**config.mk**
```make
export PLATFORM = sky130hd
export DESIGN_NAME = scs_sequencer
export DESIGN_NICKNAME = d
export VERILOG_FILES = /design/src/logic/scs_sequencer.v /design/src/logic/scs_uart.v
export VERILOG_INCLUDE_DIRS = /design/src /design/src/include
export SDC_FILE = /design/constraint.sdc
export NUM_CORES = 1
export LEC_CHECK = 0
export BUFFER_PORTS_ARGS = -buffer_cell sky130_fd_sc_hd__buf_2
export CORE_UTILIZATION = 45
export CTS_CLUSTER_SIZE = 16
export DETAILED_ROUTE_END_ITERATION = 12
export PLACE_DENSITY = 0.6
export SYNTH_ARGS = -nofsm -noshare
export SYNTH_HDL_FRONTEND = slang
export SYNTH_HIERARCHICAL = 1
export SYNTH_SLANG_ARGS = --single-unit
```
**constraint.sdc**
```tcl
create_clock -name sys_clk -period 28.2 [get_ports sys_clk]
set_clock_uncertainty 0.2 [all_clocks]
set_input_delay 4.23 -clock sys_clk [delete_from_list [all_inputs] [get_ports sys_clk]]
set_output_delay 4.23 -clock sys_clk [all_outputs]
set_load 0.01 [all_outputs]
```
**src/include/scs_defines.vh**
```
`ifndef SCS_DEFINES_VH
`define SCS_DEFINES_VH

// Clock and link rate
`define SCS_CLK_HZ 100000000
`define SCS_BAUD 9600

// Sequence times in milliseconds
`define SCS_T_PWRUP_MS 1500
`define SCS_T_LISTEN_MS 100
`define SCS_T_CMD_MS 1000
`define SCS_T_SLEEP_MS 20000
`define SCS_T_SEC_MS 1000

// Character codes
`define SCS_CH_LF 8'h0A
`define SCS_CH_CR 8'h0D
`define SCS_CH_TAB 8'h09
`define SCS_CH_XON 8'h11
`define SCS_CH_XOFF 8'h13
`define SCS_CH_ACK 8'h23
`define SCS_CH_NAK 8'h2A
`define SCS_CH_US 8'h5F
`define SCS_CH_SP 8'h20
`define SCS_CH_LPAR 8'h28
`define SCS_CH_RPAR 8'h29
`define SCS_CH_COMMA 8'h2C
`define SCS_CH_MINUS 8'h2D
`define SCS_CH_ZERO 8'h30
`define SCS_CH_NINE 8'h39
`define SCS_CH_LA 8'h61
`define SCS_CH_LZ 8'h7A
`define SCS_CASE_BIT 8'h20
`define SCS_HEX_ALPHA 8'h37

// Command keys: first four letters, upper case, right aligned
`define SCS_K_DO 32'h0000444F
`define SCS_K_GET 32'h00474554
`define SCS_K_SET 32'h00534554
`define SCS_K_SAVE 32'h53415645
`define SCS_K_LOAD 32'h4C4F4144
`define SCS_K_HELP 32'h48454C50
`define SCS_K_SAMP 32'h53414D50
`define SCS_K_ALL 32'h00414C4C
`define SCS_K_PROT 32'h50524F54
`define SCS_K_INTE 32'h494E5445
`define SCS_K_OUTP 32'h4F555450
`define SCS_K_MEAS 32'h4D454153

// Setting reset values; output FF selects the logger path
`define SCS_INT_DEF 16'h001E
`define SCS_OUT_DEF 8'hFF
`define SCS_OUT_LOGGER 8'hFF

// Error text letters
`define SCS_E_CMD 8'h43
`define SCS_E_VAL 8'h56
`define SCS_E_PROT 8'h50

// Reply lengths in bytes
`define SCS_LEN_OK 5'd3
`define SCS_LEN_ERR 5'd4
`define SCS_LEN_LINE 5'd11
`define SCS_LEN_ONE 5'd1
`define SCS_LEN_HELP 5'd27
`define SCS_HELP_LEN 25
`define SCS_HELP_TXT "DO GET SET SAVE LOAD HELP"

`endif

```
**src/logic/scs_sequencer.v**
```verilog
`include "scs_defines.vh"
`default_nettype none

// Contract
// - First measurement finished and reported within 1.5 s of power-up.
// - After each measurement, watch the receiver for 100 ms.
// - A character in that window opens a 1 s command session.
// - Quiet window means resume interval sampling.
// - Interval zero disables periodic sampling; only the sample command measures.
// - About 20 s without a valid command puts the device to sleep.
// - Asleep, received characters are ignored and nothing answers.
// - Send XOFF just before sleeping.
// - After waking and measuring, send XON.
// - Link is 9600 baud, 8 data bits, 1 stop, no parity.
// - Primary word, then secondary name after underscore or space.
// - Setting writes carry a bracketed comma separated value list; the code takes one value and answers a comma with '*V'.
// - Line feed ends a command; carriage return before it allowed.
// - Names match regardless of letter case.
// - Accept answers '#', reject '*', each followed by CR LF.
// - Rejections carry a short error letter after '*'.
// - Supports do, get, get all, set, save, load, help.
// - Measurement presented on the logger output.
// - Logger output is the default result path.
// - Read replies use tab separators and end in CR LF.
// - Protected settings need the unlock setting at 1 first.
module scs_sequencer #(
	parameter integer CLK_HZ = `SCS_CLK_HZ,
	parameter integer BAUD_DIV = CLK_HZ / `SCS_BAUD,
	parameter integer PWRUP_CYC = CLK_HZ / 1000 * `SCS_T_PWRUP_MS,
	parameter integer LISTEN_CYC = CLK_HZ / 1000 * `SCS_T_LISTEN_MS,
	parameter integer CMD_CYC = CLK_HZ / 1000 * `SCS_T_CMD_MS,
	parameter integer SLEEP_CYC = CLK_HZ / 1000 * `SCS_T_SLEEP_MS,
	parameter integer SEC_CYC = CLK_HZ / 1000 * `SCS_T_SEC_MS
) (
	// Clock and reset
	input wire sys_clk,
	input wire reset,
	// Serial line
	input wire rx_pin,
	output wire tx_pin,
	// Measurement engine
	output reg meas_start,
	input wire meas_done,
	input wire [15:0] meas_result,
	// Logger result port
	output reg [15:0] logger_serial_output,
	output reg logger_valid
);
	localparam [3:0] S_MEAS = 4'h0;
	localparam [3:0] S_DONE = 4'h1;
	localparam [3:0] S_WAKE = 4'h2;
	localparam [3:0] S_LISTEN = 4'h3;
	localparam [3:0] S_CMD = 4'h4;
	localparam [3:0] S_IDLE = 4'h5;
	localparam [3:0] S_SLEEP = 4'h6;
	localparam [3:0] S_TX = 4'h7;

	localparam [1:0] P_MAIN = 2'h0;
	localparam [1:0] P_SUB = 2'h1;
	localparam [1:0] P_VAL = 2'h2;
	localparam [1:0] P_END = 2'h3;

	localparam [2:0] K_OK = 3'h0;
	localparam [2:0] K_ERR = 3'h1;
	localparam [2:0] K_LINE = 3'h2;
	localparam [2:0] K_ONE = 3'h3;
	localparam [2:0] K_HELP = 3'h4;

	localparam [2:0] A_NONE = 3'h0;
	localparam [2:0] A_INT = 3'h1;
	localparam [2:0] A_OUT = 3'h2;
	localparam [2:0] A_PROT = 3'h3;
	localparam [2:0] A_SAVE = 3'h4;
	localparam [2:0] A_LOAD = 3'h5;
	localparam [2:0] A_SAMP = 3'h6;

	localparam [1:0] SEL_MEAS = 2'h3;
	localparam [8*`SCS_HELP_LEN-1:0] HELP_TXT = `SCS_HELP_TXT;

	// Uppercase one character
	function [7:0] upcase;
		input [7:0] c;
		begin
			if (c >= `SCS_CH_LA && c <= `SCS_CH_LZ)
				upcase = c - `SCS_CASE_BIT;
			else
				upcase = c;
		end
	endfunction

	// One hex digit as text
	function [7:0] hexc;
		input [3:0] n;
		begin
			if (n < 4'hA)
				hexc = `SCS_CH_ZERO + {4'h0, n};
			else
				hexc = `SCS_HEX_ALPHA + {4'h0, n};
		end
	endfunction

	// Reply length per kind
	function [4:0] klen;
		input [2:0] k;
		begin
			case (k)
				K_OK: klen = `SCS_LEN_OK;
				K_ERR: klen = `SCS_LEN_ERR;
				K_LINE: klen = `SCS_LEN_LINE;
				K_HELP: klen = `SCS_LEN_HELP;
				default: klen = `SCS_LEN_ONE;
			endcase
		end
	endfunction

	wire tx_rdy, rx_valid;
	wire [7:0] rx_byte;
	wire [7:0] rx_up = upcase(rx_byte);

	reg [3:0] st_r, ret_r;
	reg [31:0] tmr_r, quiet_r, pre_r;
	reg [15:0] icnt_r, int_r, int_save_r, res_r, val_r;
	reg [7:0] out_r, out_save_r, one_r, code_r, tx_data_r;
	reg prot_r, xoff_r, busy_r, due_r, valid_r, tx_go_r;
	reg [2:0] kind_r;
	reg [4:0] idx_r;
	reg [1:0] sel_r, all_r;

	// Command parser state
	reg [1:0] ph_r;
	reg [31:0] main_r, sub_r;
	reg [2:0] mcnt_r, scnt_r;
	reg neg_r, dig_r, extra_r, bad_r, cr_r;

	// Characters reach the parser only while awake and listening
	wire rx_take = rx_valid && (st_r == S_LISTEN || st_r == S_CMD);
	wire exec = rx_take && rx_byte == `SCS_CH_LF;
	wire [15:0] val_s = neg_r ? (~val_r + 16'h0001) : val_r;

	scs_uart #(.BAUD_DIV(BAUD_DIV)) u_uart (
		.sys_clk(sys_clk),
		.reset(reset),
		.rx_pin(rx_pin),
		.tx_pin(tx_pin),
		.tx_start(tx_go_r),
		.tx_byte(tx_data_r),
		.tx_rdy(tx_rdy),
		.rx_valid(rx_valid),
		.rx_byte(rx_byte)
	);

	// Parse words, separator, value list and line end
	always @(posedge sys_clk or posedge reset) begin
		if (reset) begin
			ph_r <= P_MAIN;
			main_r <= 32'h00000000;
			sub_r <= 32'h00000000;
			mcnt_r <= 3'h0;
			scnt_r <= 3'h0;
			val_r <= 16'h0000;
			neg_r <= 1'b0;
			dig_r <= 1'b0;
			extra_r <= 1'b0;
			bad_r <= 1'b0;
			cr_r <= 1'b0;
		end else if (rx_take) begin
			if (exec) begin
				ph_r <= P_MAIN;
				main_r <= 32'h00000000;
				sub_r <= 32'h00000000;
				mcnt_r <= 3'h0;
				scnt_r <= 3'h0;
				val_r <= 16'h0000;
				neg_r <= 1'b0;
				dig_r <= 1'b0;
				extra_r <= 1'b0;
				bad_r <= 1'b0;
				cr_r <= 1'b0;
			end else if (cr_r) begin
				bad_r <= 1'b1;
			end else if (rx_byte == `SCS_CH_CR) begin
				cr_r <= 1'b1;
			end else begin
				case (ph_r)
					P_MAIN: begin
						if (rx_up == `SCS_CH_US || rx_up == `SCS_CH_SP) begin
							if (mcnt_r != 3'h0)
								ph_r <= P_SUB;
						end else if (mcnt_r == 3'h4) begin
							bad_r <= 1'b1;
						end else begin
							main_r <= {main_r[23:0], rx_up};
							mcnt_r <= mcnt_r + 3'h1;
						end
					end
					P_SUB: begin
						if (rx_up == `SCS_CH_LPAR)
							ph_r <= P_VAL;
						else if (rx_up != `SCS_CH_SP && scnt_r != 3'h4) begin
							sub_r <= {sub_r[23:0], rx_up};
							scnt_r <= scnt_r + 3'h1;
						end
					end
					P_VAL: begin
						if (rx_up >= `SCS_CH_ZERO && rx_up <= `SCS_CH_NINE) begin
							val_r <= val_r * 16'h000A + {12'h000, rx_up[3:0]};
							dig_r <= 1'b1;
						end else if (rx_up == `SCS_CH_MINUS && !dig_r)
							neg_r <= 1'b1;
						else if (rx_up == `SCS_CH_COMMA)
							extra_r <= 1'b1;
						else if (rx_up == `SCS_CH_RPAR)
							ph_r <= P_END;
						else if (rx_up != `SCS_CH_SP)
							bad_r <= 1'b1;
					end
					default: begin
						if (rx_up != `SCS_CH_SP)
							bad_r <= 1'b1;
					end
				endcase
			end
		end
	end

	// Decode a finished command into reply kind and action
	reg [2:0] dec_kind, dec_act;
	reg [7:0] dec_code;
	reg [1:0] dec_sel, dec_all;
	always @* begin
		dec_kind = K_ERR;
		dec_code = `SCS_E_CMD;
		dec_act = A_NONE;
		dec_sel = 2'h0;
		dec_all = 2'h0;
		if (bad_r) begin
			dec_code = `SCS_E_VAL;
		end else begin
			case (main_r)
				`SCS_K_GET: begin
					if (ph_r == P_SUB) begin
						dec_kind = K_LINE;
						case (sub_r)
							`SCS_K_PROT: dec_sel = 2'h0;
							`SCS_K_INTE: dec_sel = 2'h1;
							`SCS_K_OUTP: dec_sel = 2'h2;
							`SCS_K_ALL: dec_all = 2'h2;
							default: dec_kind = K_ERR;
						endcase
					end
				end
				`SCS_K_SET: begin
					if (ph_r != P_END || !dig_r || extra_r)
						dec_code = `SCS_E_VAL;
					else begin
						dec_kind = K_OK;
						case (sub_r)
							`SCS_K_PROT: dec_act = A_PROT;
							`SCS_K_INTE: dec_act = A_INT;
							`SCS_K_OUTP: begin
								if (prot_r)
									dec_act = A_OUT;
								else begin
									dec_kind = K_ERR;
									dec_code = `SCS_E_PROT;
								end
							end
							default: dec_kind = K_ERR;
						endcase
					end
				end
				`SCS_K_DO: begin
					if (ph_r == P_SUB && sub_r == `SCS_K_SAMP) begin
						dec_kind = K_OK;
						dec_act = A_SAMP;
					end
				end
				`SCS_K_SAVE: begin
					dec_kind = K_OK;
					dec_act = A_SAVE;
				end
				`SCS_K_LOAD: begin
					dec_kind = K_OK;
					dec_act = A_LOAD;
				end
				`SCS_K_HELP: dec_kind = K_HELP;
				default: dec_kind = K_ERR;
			endcase
		end
	end

	// Byte at the current reply position
	reg [31:0] line_name;
	reg [15:0] line_val;
	reg [7:0] rep_byte;
	always @* begin
		case (sel_r)
			2'h0: line_name = `SCS_K_PROT;
			2'h1: line_name = `SCS_K_INTE;
			2'h2: line_name = `SCS_K_OUTP;
			default: line_name = `SCS_K_MEAS;
		endcase
		case (sel_r)
			2'h0: line_val = {15'h0000, prot_r};
			2'h1: line_val = int_r;
			2'h2: line_val = {8'h00, out_r};
			default: line_val = res_r;
		endcase
		if (kind_r != K_ONE && idx_r == klen(kind_r) - 5'd2)
			rep_byte = `SCS_CH_CR;
		else if (kind_r != K_ONE && idx_r == klen(kind_r) - 5'd1)
			rep_byte = `SCS_CH_LF;
		else begin
			case (kind_r)
				K_OK: rep_byte = `SCS_CH_ACK;
				K_ERR: rep_byte = (idx_r == 5'd0) ? `SCS_CH_NAK : code_r;
				K_ONE: rep_byte = one_r;
				K_HELP: rep_byte = HELP_TXT[8 * (`SCS_HELP_LEN - 1 - idx_r) +: 8];
				default: begin
					if (idx_r < 5'd4)
						rep_byte = line_name[8 * (3 - idx_r) +: 8];
					else if (idx_r == 5'd4)
						rep_byte = `SCS_CH_TAB;
					else
						rep_byte = hexc(line_val[4 * (8 - idx_r) +: 4]);
				end
			endcase
		end
	end

	// Interval timing in whole seconds; a start pulse clears and beats the set
	always @(posedge sys_clk or posedge reset) begin
		if (reset) begin
			pre_r <= 32'h00000000;
			icnt_r <= 16'h0000;
			due_r <= 1'b0;
		end else begin
			if (meas_start) begin
				pre_r <= 32'h00000000;
				icnt_r <= 16'h0000;
			end else if (pre_r == SEC_CYC - 1) begin
				pre_r <= 32'h00000000;
				icnt_r <= icnt_r + 16'h0001;
			end else
				pre_r <= pre_r + 32'h00000001;
			if (int_r != 16'h0000 && !meas_start && pre_r == SEC_CYC - 1 && icnt_r + 16'h0001 >= int_r)
				due_r <= 1'b1;
			else if (meas_start)
				due_r <= 1'b0;
		end
	end

	// Time since the last accepted command
	always @(posedge sys_clk or posedge reset) begin
		if (reset)
			quiet_r <= 32'h00000000;
		else if (valid_r || st_r == S_SLEEP)
			quiet_r <= 32'h00000000;
		else if (quiet_r != SLEEP_CYC)
			quiet_r <= quiet_r + 32'h00000001;
	end

	// Main sequence: measure, report, listen, serve, idle, sleep
	always @(posedge sys_clk or posedge reset) begin
		if (reset) begin
			st_r <= S_MEAS;
			ret_r <= S_LISTEN;
			tmr_r <= 32'h00000000;
			res_r <= 16'h0000;
			int_r <= `SCS_INT_DEF;
			int_save_r <= `SCS_INT_DEF;
			out_r <= `SCS_OUT_DEF;
			out_save_r <= `SCS_OUT_DEF;
			prot_r <= 1'b0;
			one_r <= 8'h00;
			code_r <= 8'h00;
			tx_data_r <= 8'h00;
			xoff_r <= 1'b0;
			busy_r <= 1'b0;
			valid_r <= 1'b0;
			tx_go_r <= 1'b0;
			kind_r <= K_OK;
			idx_r <= 5'd0;
			sel_r <= 2'h0;
			all_r <= 2'h0;
			meas_start <= 1'b0;
			logger_serial_output <= 16'h0000;
			logger_valid <= 1'b0;
		end else begin
			meas_start <= 1'b0;
			logger_valid <= 1'b0;
			valid_r <= 1'b0;
			tx_go_r <= 1'b0;
			case (st_r)
				S_MEAS: begin
					if (!busy_r) begin
						meas_start <= 1'b1;
						busy_r <= 1'b1;
						tmr_r <= PWRUP_CYC - 1;
					end else if (meas_done || tmr_r == 32'h00000000) begin
						busy_r <= 1'b0;
						if (meas_done)
							res_r <= meas_result;
						st_r <= S_DONE;
					end else
						tmr_r <= tmr_r - 32'h00000001;
				end
				S_DONE: begin
					if (out_r == `SCS_OUT_LOGGER) begin
						logger_serial_output <= res_r;
						logger_valid <= 1'b1;
						st_r <= S_WAKE;
					end else begin
						kind_r <= K_LINE;
						sel_r <= SEL_MEAS;
						idx_r <= 5'd0;
						ret_r <= S_WAKE;
						st_r <= S_TX;
					end
				end
				S_WAKE: begin
					tmr_r <= LISTEN_CYC - 1;
					if (xoff_r) begin
						xoff_r <= 1'b0;
						one_r <= `SCS_CH_XON;
						kind_r <= K_ONE;
						idx_r <= 5'd0;
						ret_r <= S_LISTEN;
						st_r <= S_TX;
					end else
						st_r <= S_LISTEN;
				end
				S_LISTEN, S_CMD: begin
					if (exec) begin
						tmr_r <= CMD_CYC - 1;
						valid_r <= dec_kind != K_ERR;
						kind_r <= dec_kind;
						code_r <= dec_code;
						sel_r <= dec_sel;
						all_r <= dec_all;
						idx_r <= 5'd0;
						ret_r <= (dec_act == A_SAMP) ? S_MEAS : S_CMD;
						st_r <= S_TX;
						case (dec_act)
							A_INT: int_r <= val_s;
							A_OUT: out_r <= val_s[7:0];
							A_PROT: prot_r <= val_s == 16'h0001;
							A_SAVE: begin
								int_save_r <= int_r;
								out_save_r <= out_r;
								prot_r <= 1'b0;
							end
							A_LOAD: begin
								int_r <= int_save_r;
								out_r <= out_save_r;
								prot_r <= 1'b0;
							end
							default: prot_r <= prot_r;
						endcase
					end else if (rx_take) begin
						tmr_r <= CMD_CYC - 1;
						st_r <= S_CMD;
					end else if (tmr_r == 32'h00000000)
						st_r <= S_IDLE;
					else
						tmr_r <= tmr_r - 32'h00000001;
				end
				S_IDLE: begin
					if (due_r)
						st_r <= S_MEAS;
					else if (quiet_r == SLEEP_CYC) begin
						xoff_r <= 1'b1;
						one_r <= `SCS_CH_XOFF;
						kind_r <= K_ONE;
						idx_r <= 5'd0;
						ret_r <= S_SLEEP;
						st_r <= S_TX;
					end
				end
				S_SLEEP: begin
					if (due_r)
						st_r <= S_MEAS;
				end
				S_TX: begin
					if (tx_rdy && !tx_go_r) begin
						if (idx_r != klen(kind_r)) begin
							tx_data_r <= rep_byte;
							tx_go_r <= 1'b1;
							idx_r <= idx_r + 5'd1;
						end else if (all_r != 2'h0) begin
							all_r <= all_r - 2'h1;
							sel_r <= sel_r + 2'h1;
							idx_r <= 5'd0;
						end else
							st_r <= ret_r;
					end
				end
				default: st_r <= S_MEAS;
			endcase
		end
	end
endmodule // scs_sequencer

`default_nettype wire

```
**src/logic/scs_uart.v**
```verilog
`include "scs_defines.vh"
`default_nettype none

module scs_uart #(
	parameter integer BAUD_DIV = `SCS_CLK_HZ / `SCS_BAUD
) (
	// Clock and reset
	input wire sys_clk,
	input wire reset,
	// Line pins
	input wire rx_pin,
	output reg tx_pin,
	// Transmit side
	input wire tx_start,
	input wire [7:0] tx_byte,
	output wire tx_rdy,
	// Receive side
	output reg rx_valid,
	output reg [7:0] rx_byte
);
	// Counter reloads cut to the counter width on purpose
	localparam integer DIV_M1_I = BAUD_DIV - 1;
	localparam integer DIV_HALF_I = BAUD_DIV / 2;
	localparam [13:0] DIV_M1 = DIV_M1_I[13:0];
	localparam [13:0] DIV_HALF = DIV_HALF_I[13:0];
	localparam [3:0] LAST_BIT = 4'h9;

	reg rx_s1_r, rx_s2_r, rx_busy_r, tx_busy_r;
	reg [13:0] rx_cnt_r, tx_cnt_r;
	reg [3:0] rx_bit_r, tx_bit_r;
	reg [7:0] rx_sh_r;
	reg [9:0] tx_sh_r;

	assign tx_rdy = !tx_busy_r;

	// Receiver: start, eight data bits, one stop bit, sampled mid bit
	always @(posedge sys_clk or posedge reset) begin
		if (reset) begin
			rx_s1_r <= 1'b1;
			rx_s2_r <= 1'b1;
			rx_busy_r <= 1'b0;
			rx_cnt_r <= 14'h0000;
			rx_bit_r <= 4'h0;
			rx_sh_r <= 8'h00;
			rx_valid <= 1'b0;
			rx_byte <= 8'h00;
		end else begin
			rx_s1_r <= rx_pin;
			rx_s2_r <= rx_s1_r;
			rx_valid <= 1'b0;
			if (!rx_busy_r) begin
				if (!rx_s2_r) begin
					rx_busy_r <= 1'b1;
					rx_cnt_r <= DIV_HALF;
					rx_bit_r <= 4'h0;
				end
			end else if (rx_cnt_r != 14'h0000) begin
				rx_cnt_r <= rx_cnt_r - 14'h0001;
			end else begin
				rx_cnt_r <= DIV_M1;
				rx_bit_r <= rx_bit_r + 4'h1;
				if (rx_bit_r == 4'h0 && rx_s2_r)
					rx_busy_r <= 1'b0; // Glitch, not a start bit
				else if (rx_bit_r == LAST_BIT) begin
					rx_busy_r <= 1'b0;
					rx_valid <= rx_s2_r;
					rx_byte <= rx_sh_r;
				end else if (rx_bit_r != 4'h0)
					rx_sh_r <= {rx_s2_r, rx_sh_r[7:1]};
			end
		end
	end

	// Transmitter: ten bit frame, no parity
	always @(posedge sys_clk or posedge reset) begin
		if (reset) begin
			tx_busy_r <= 1'b0;
			tx_cnt_r <= 14'h0000;
			tx_bit_r <= 4'h0;
			tx_sh_r <= 10'h3FF;
			tx_pin <= 1'b1;
		end else if (!tx_busy_r) begin
			tx_pin <= 1'b1;
			if (tx_start) begin
				tx_busy_r <= 1'b1;
				tx_sh_r <= {1'b1, tx_byte, 1'b0};
				tx_cnt_r <= 14'h0000;
				tx_bit_r <= 4'h0;
			end
		end else if (tx_cnt_r != 14'h0000) begin
			tx_cnt_r <= tx_cnt_r - 14'h0001;
		end else if (tx_bit_r == LAST_BIT + 4'h1) begin
			tx_busy_r <= 1'b0;
		end else begin
			tx_pin <= tx_sh_r[0];
			tx_sh_r <= {1'b1, tx_sh_r[9:1]};
			tx_bit_r <= tx_bit_r + 4'h1;
			tx_cnt_r <= DIV_M1;
		end
	end
endmodule // scs_uart

`default_nettype wire

```
==> impl_results.html <==
<table>
<tr><th>Metric</th><th>Value</th></tr>
<tr><th colspan="2">Synth</th></tr>
<tr><td>Net count of the mapped netlist</td><td>2502</td></tr>
<tr><td>Post-synthesis simple-gate area fraction</td><td>20.8%</td></tr>
<tr><td>Number of warnings issued by yosys</td><td>6</td></tr>
<tr><td>Share of synthesized area occupied by flip-flops and latches</td><td>43.3%</td></tr>
<tr><td>Synthesized cell area</td><td>0.0227 mm^2</td></tr>
<tr><td>Post-synthesis cell type count</td><td>94</td></tr>
<tr><td>Combinational family with the most area after synthesis</td><td>simple AND/OR/NAND/NOR gates</td></tr>
<tr><td>Most instantiated flip-flop cell in the synthesis netlist</td><td>sky130_fd_sc_hd__dfrtp_1</td></tr>
<tr><td>Share of the synthesized area in compound gates (AO/OA/AOI/OAI)</td><td>12.4%</td></tr>
<tr><td>Post-synthesis async set-or-reset flop share</td><td>100%</td></tr>
<tr><td>Mux cell area share after synthesis</td><td>9.43%</td></tr>
<tr><td>XOR/XNOR Fraction of Synth Area</td><td>6.03%</td></tr>
<tr><td>Post-synth EDFFs</td><td>0</td></tr>
<tr><td>Syn Inst Count</td><td>2400</td></tr>
<tr><td>Adder-Cell Fraction of Synth Area</td><td>4.58%</td></tr>
<tr><td>Post-synthesis sequential element count</td><td>392</td></tr>
<tr><td>Syn avg cell area</td><td>9.48 um^2</td></tr>
<tr><th colspan="2">Worst setup path</th></tr>
<tr><td>Worst r2r dst</td><td>int_r[14]</td></tr>
<tr><td>Type of origin of the critical path</td><td>input pin</td></tr>
<tr><td>Number of cells on the worst reg-to-reg path</td><td>8</td></tr>
<tr><td>Register-to-register path setup slack</td><td>23.81 ns</td></tr>
<tr><td>Worst R2R Start</td><td>st_r[2]</td></tr>
<tr><td>Worst endpoint data arrival time</td><td>6.75 ns</td></tr>
<tr><td>Setup CP Type</td><td>in -&gt; reg</td></tr>
<tr><td>Data required time at the worst endpoint</td><td>28.51 ns</td></tr>
<tr><td>Category of the worst setup path capture point</td><td>flop</td></tr>
<tr><td>Largest fanout on the critical path</td><td>30</td></tr>
<tr><th colspan="2">Floorplan</th></tr>
<tr><td>Ports placed on the boundary</td><td>39</td></tr>
<tr><td>Die extent in y</td><td>227 um</td></tr>
<tr><td>Floorplan Core Area</td><td>0.0500 mm^2</td></tr>
<tr><td>Floorplan die area</td><td>0.0515 mm^2</td></tr>
<tr><td>Number of core rows</td><td>82</td></tr>
<tr><td>Die X-Extent</td><td>227 um</td></tr>
<tr><td>Initial core utilization</td><td>45.5%</td></tr>
<tr><th colspan="2">Cells and area</th></tr>
<tr><td>Commonest cells after routing, fill and taps aside</td><td>sky130_fd_sc_hd__dfrtp_1, sky130_fd_sc_hd__nor2_1, sky130_fd_sc_hd__nand2_1</td></tr>
<tr><td>Ratio of cells with drive above 1 in the final layout</td><td>12.9%</td></tr>
<tr><td>Final Util</td><td>50.0%</td></tr>
<tr><td>Final nets</td><td>2499</td></tr>
<tr><td>Antenna fix cells</td><td>0</td></tr>
<tr><td>Most common cell after layout, fill and taps aside</td><td>sky130_fd_sc_hd__dfrtp_1</td></tr>
<tr><td>Area added between synthesis and finish</td><td>9.92%</td></tr>
<tr><td>Number of fillers in the final layout</td><td>4565</td></tr>
<tr><td>Cell area after layout</td><td>0.0250 mm^2</td></tr>
<tr><td>Count of non-filler cells in the finished layout</td><td>3105</td></tr>
<tr><th colspan="2">Run</th></tr>
<tr><td>Max-cap viol count</td><td>0</td></tr>
<tr><th colspan="2">Route</th></tr>
<tr><td>Vias</td><td>17800</td></tr>
<tr><td>DRC viols</td><td>0</td></tr>
<tr><td>Met3 wire len</td><td>2170 um</td></tr>
<tr><td>Highest metal layer with signal wires</td><td>met5</td></tr>
<tr><td>Total wirelength of the detailed-routed design</td><td>53900 um</td></tr>
<tr><td>Mean routed wirelength per cell</td><td>17.3 um</td></tr>
<tr><td>DRT antenna net count</td><td>0</td></tr>
<tr><td>Number of DRC violations after detailed-routing iteration 0</td><td>1148</td></tr>
<tr><td>Met1 Routed Length</td><td>24900 um</td></tr>
<tr><td>Number of iterations in the first detailed-routing pass</td><td>6</td></tr>
<tr><td>DR WL met2</td><td>25600 um</td></tr>
<tr><td>Via count normalized by instance count</td><td>5.75</td></tr>
<tr><th colspan="2">STA</th></tr>
<tr><td>Setup_tns</td><td>0 ns</td></tr>
<tr><td>Fin. Hold Viols</td><td>0</td></tr>
<tr><td>Pins over their slew limit</td><td>0</td></tr>
<tr><td>Actual slew at the worst max-slew pin</td><td>1.13 ns</td></tr>
<tr><td>Setup-failing EPs final</td><td>0</td></tr>
<tr><td>Worst max-slew margin expressed relative to the limit</td><td>24.5%</td></tr>
<tr><td>Post-route clock period utilization</td><td>22.8%</td></tr>
<tr><td>RSZ-0062 raised after global routing</td><td>false</td></tr>
<tr><td>Smallest hold slack</td><td>0.155 ns</td></tr>
<tr><td>Minimum clock period after layout</td><td>6.44 ns</td></tr>
<tr><td>Highest clock frequency the design can meet</td><td>0.155 GHz</td></tr>
<tr><th colspan="2">Min path</th></tr>
<tr><td>Worst-case hold path end point</td><td>u_uart/rx_s2_r</td></tr>
<tr><td>Origin of the worst min-delay path</td><td>u_uart/rx_s1_r</td></tr>
<tr><td>Min-Delay Path Class</td><td>reg -&gt; reg</td></tr>
<tr><td>Worst Hold Depth</td><td>0</td></tr>
<tr><th colspan="2">Power</th></tr>
<tr><td>Highest ir drop seen on vdd</td><td>41.6 uV</td></tr>
<tr><td>Power density of the placed cells</td><td>46.5 mW/mm^2</td></tr>
<tr><td>Leakage power</td><td>11.4 nW</td></tr>
<tr><th colspan="2">GRT</th></tr>
<tr><td>Number of global-route vias before repair</td><td>17500</td></tr>
<tr><td>All-layer global routing usage</td><td>21.3%</td></tr>
<tr><td>Antenna violations before repair</td><td>1</td></tr>
<tr><td>Largest net degree at the start of global routing</td><td>104</td></tr>
<tr><td>Global-route wire length before repair</td><td>89800 um</td></tr>
<tr><td>Overflow left after global routing</td><td>0</td></tr>
<tr><th colspan="2">CTS</th></tr>
<tr><td>Total of hold buffers inserted after clock tree synthesis</td><td>0</td></tr>
<tr><td>Clk Tree Root Cell</td><td>sky130_fd_sc_hd__clkbuf_16</td></tr>
<tr><td>Maximum number of buffers from clock root to sink</td><td>3</td></tr>
<tr><td>Post-cts gate resize count</td><td>0</td></tr>
<tr><td>TritonCTS Buffers</td><td>45</td></tr>
<tr><td>Post-CTS repair timing setup buffer count</td><td>0</td></tr>
<tr><td>Clock tree from TritonCTS</td><td>built</td></tr>
<tr><td>Worst skew pair latency</td><td>0.59 ns</td></tr>
<tr><td>Clock sink count</td><td>392</td></tr>
<tr><td>H-tree lvl count</td><td>2</td></tr>
<tr><td>CTS clk-pin slew, worst paths</td><td>0.06 ns</td></tr>
<tr><th colspan="2">Place</th></tr>
<tr><td>Quantity of I/O buffers inserted on ports</td><td>38</td></tr>
<tr><td>Placed cell areas</td><td>0.0235 mm^2</td></tr>
<tr><td>RePlAce Congestion</td><td>0.898</td></tr>
<tr><td>Post-Place Cells</td><td>3022</td></tr>
<tr><td>HPWL after detailed placement</td><td>37500 um</td></tr>
<tr><th colspan="2">Run status</th></tr>
<tr><td>Run status</td><td>finished clean</td></tr>
</table>
==> metrics by stage <==
stage          setup WS [ns]  power (mW)
2_1_floorplan          14.82       0.582
3_3_place_gp           21.12       0.587
3_5_place_dp           21.06       0.587
4_1_cts                21.69        1.18
5_1_grt                21.39        1.21
6_report               21.76        1.16
==> flip-flops by register name, summed over array words and instances (netlist names), 4 cells and up <==
| name | count |
|---|---|
| code_r | 5 |
| icnt_r | 16 |
| idx_r | 5 |
| int_r | 16 |
| int_save_r | 16 |
| logger_serial_output | 16 |
| main_r | 32 |
| out_r | 8 |
| out_save_r | 8 |
| pre_r | 32 |
| quiet_r | 32 |
| res_r | 16 |
| sub_r | 32 |
| tmr_r | 32 |
| tx_data_r | 7 |
| u_uart/rx_bit_r | 4 |
| u_uart/rx_byte | 8 |
| u_uart/rx_cnt_r | 14 |
| u_uart/rx_sh_r | 8 |
| u_uart/tx_bit_r | 4 |
| u_uart/tx_cnt_r | 14 |
| u_uart/tx_sh_r | 9 |
| val_r | 16 |
==> report_power, final <==
part / internal, mW / switching [mW] / total [mW]
sequential: 0.563 / 0.000246 / 0.563
clock: 0.347 / 0.239 / 0.586
combinational: 0.00143 / 0.0114 / 0.0128
==> synth_stat cells (17+ instances only) <==
cell / instances / share of area, %
sky130_fd_sc_hd__a21oi_1: 98 / 2.2
sky130_fd_sc_hd__a31oi_1: 18 / 0.50
sky130_fd_sc_hd__and3_1: 29 / 0.80
sky130_fd_sc_hd__clkbuf_1: 81 / 1.3
sky130_fd_sc_hd__dfrtp_1: 354 / 39
sky130_fd_sc_hd__dfstp_2: 38 / 4.4
sky130_fd_sc_hd__ha_1: 80 / 4.4
sky130_fd_sc_hd__inv_1: 95 / 1.6
sky130_fd_sc_hd__mux2_2: 94 / 4.7
sky130_fd_sc_hd__mux2i_1: 92 / 4.0
sky130_fd_sc_hd__nand2_1: 199 / 3.3
sky130_fd_sc_hd__nand2b_1: 17 / 0.47
sky130_fd_sc_hd__nand3_1: 115 / 2.5
sky130_fd_sc_hd__nand4_1: 43 / 1.2
sky130_fd_sc_hd__nor2_1: 262 / 4.3
sky130_fd_sc_hd__nor2b_1: 18 / 0.50
sky130_fd_sc_hd__nor3_1: 68 / 1.5
sky130_fd_sc_hd__nor4_1: 40 / 1.1
sky130_fd_sc_hd__o211ai_1: 19 / 0.63
sky130_fd_sc_hd__o21ai_0: 137 / 3.0
sky130_fd_sc_hd__or3_1: 20 / 0.55
sky130_fd_sc_hd__xnor2_1: 68 / 2.6
sky130_fd_sc_hd__xor2_1: 86 / 3.3
==> metal layers <==
| metal | global-route usage [%] | up-vias |
|---|---|---|
| li1 | - | 8643 |
| met4 | 6.21 | 2 |
| met1 | 28.6 | 8740 |
| met5 | 0 | - |
| met2 | 35.4 | 366 |
| met3 | 3.19 | 97 |
==> logic make-up after synthesis <==
logic type	count (synthesis)
fa+ha+maj	82
mux	195
simple gates	937
other cells	1
xor+xnor	155
buf+inv	201
flops	392
compound gates	437
==> layout make-up <==
class	instances	area, um^2	area share, %
multi-input cells	1807	12100	48.6
repair buffers	55	318	1.27
well taps	672	841	3.36
flip-flops and latches	392	9860	39.4
clock inverters	17	185	0.741
clock buffers	66	1290	5.18
inverters	96	368	1.47
==> worst max-delay path, stage by stage <==
cell	delay (ns)
sky130_fd_sc_hd__buf_2	0.11
sky130_fd_sc_hd__and3_1	0.43
sky130_fd_sc_hd__o21ai_0	0.34
sky130_fd_sc_hd__nand3_1	0.11
sky130_fd_sc_hd__buf_4	0.24
sky130_fd_sc_hd__nor3_1	0.84
sky130_fd_sc_hd__o311ai_0	0.30
sky130_fd_sc_hd__nand3_1	0.14
==> worst max-delay path by stage <==
stage	from	endpoint
5_1_grt	reset	pre_r[26]
3_5_place_dp	reset	pre_r[0]
2_1_floorplan	reset	all_r[0]
6_report	meas_done	tmr_r[18]
4_1_cts	reset	pre_r[14]
3_3_place_gp	reset	pre_r[0]
Power figures use the tool's default switching activity.
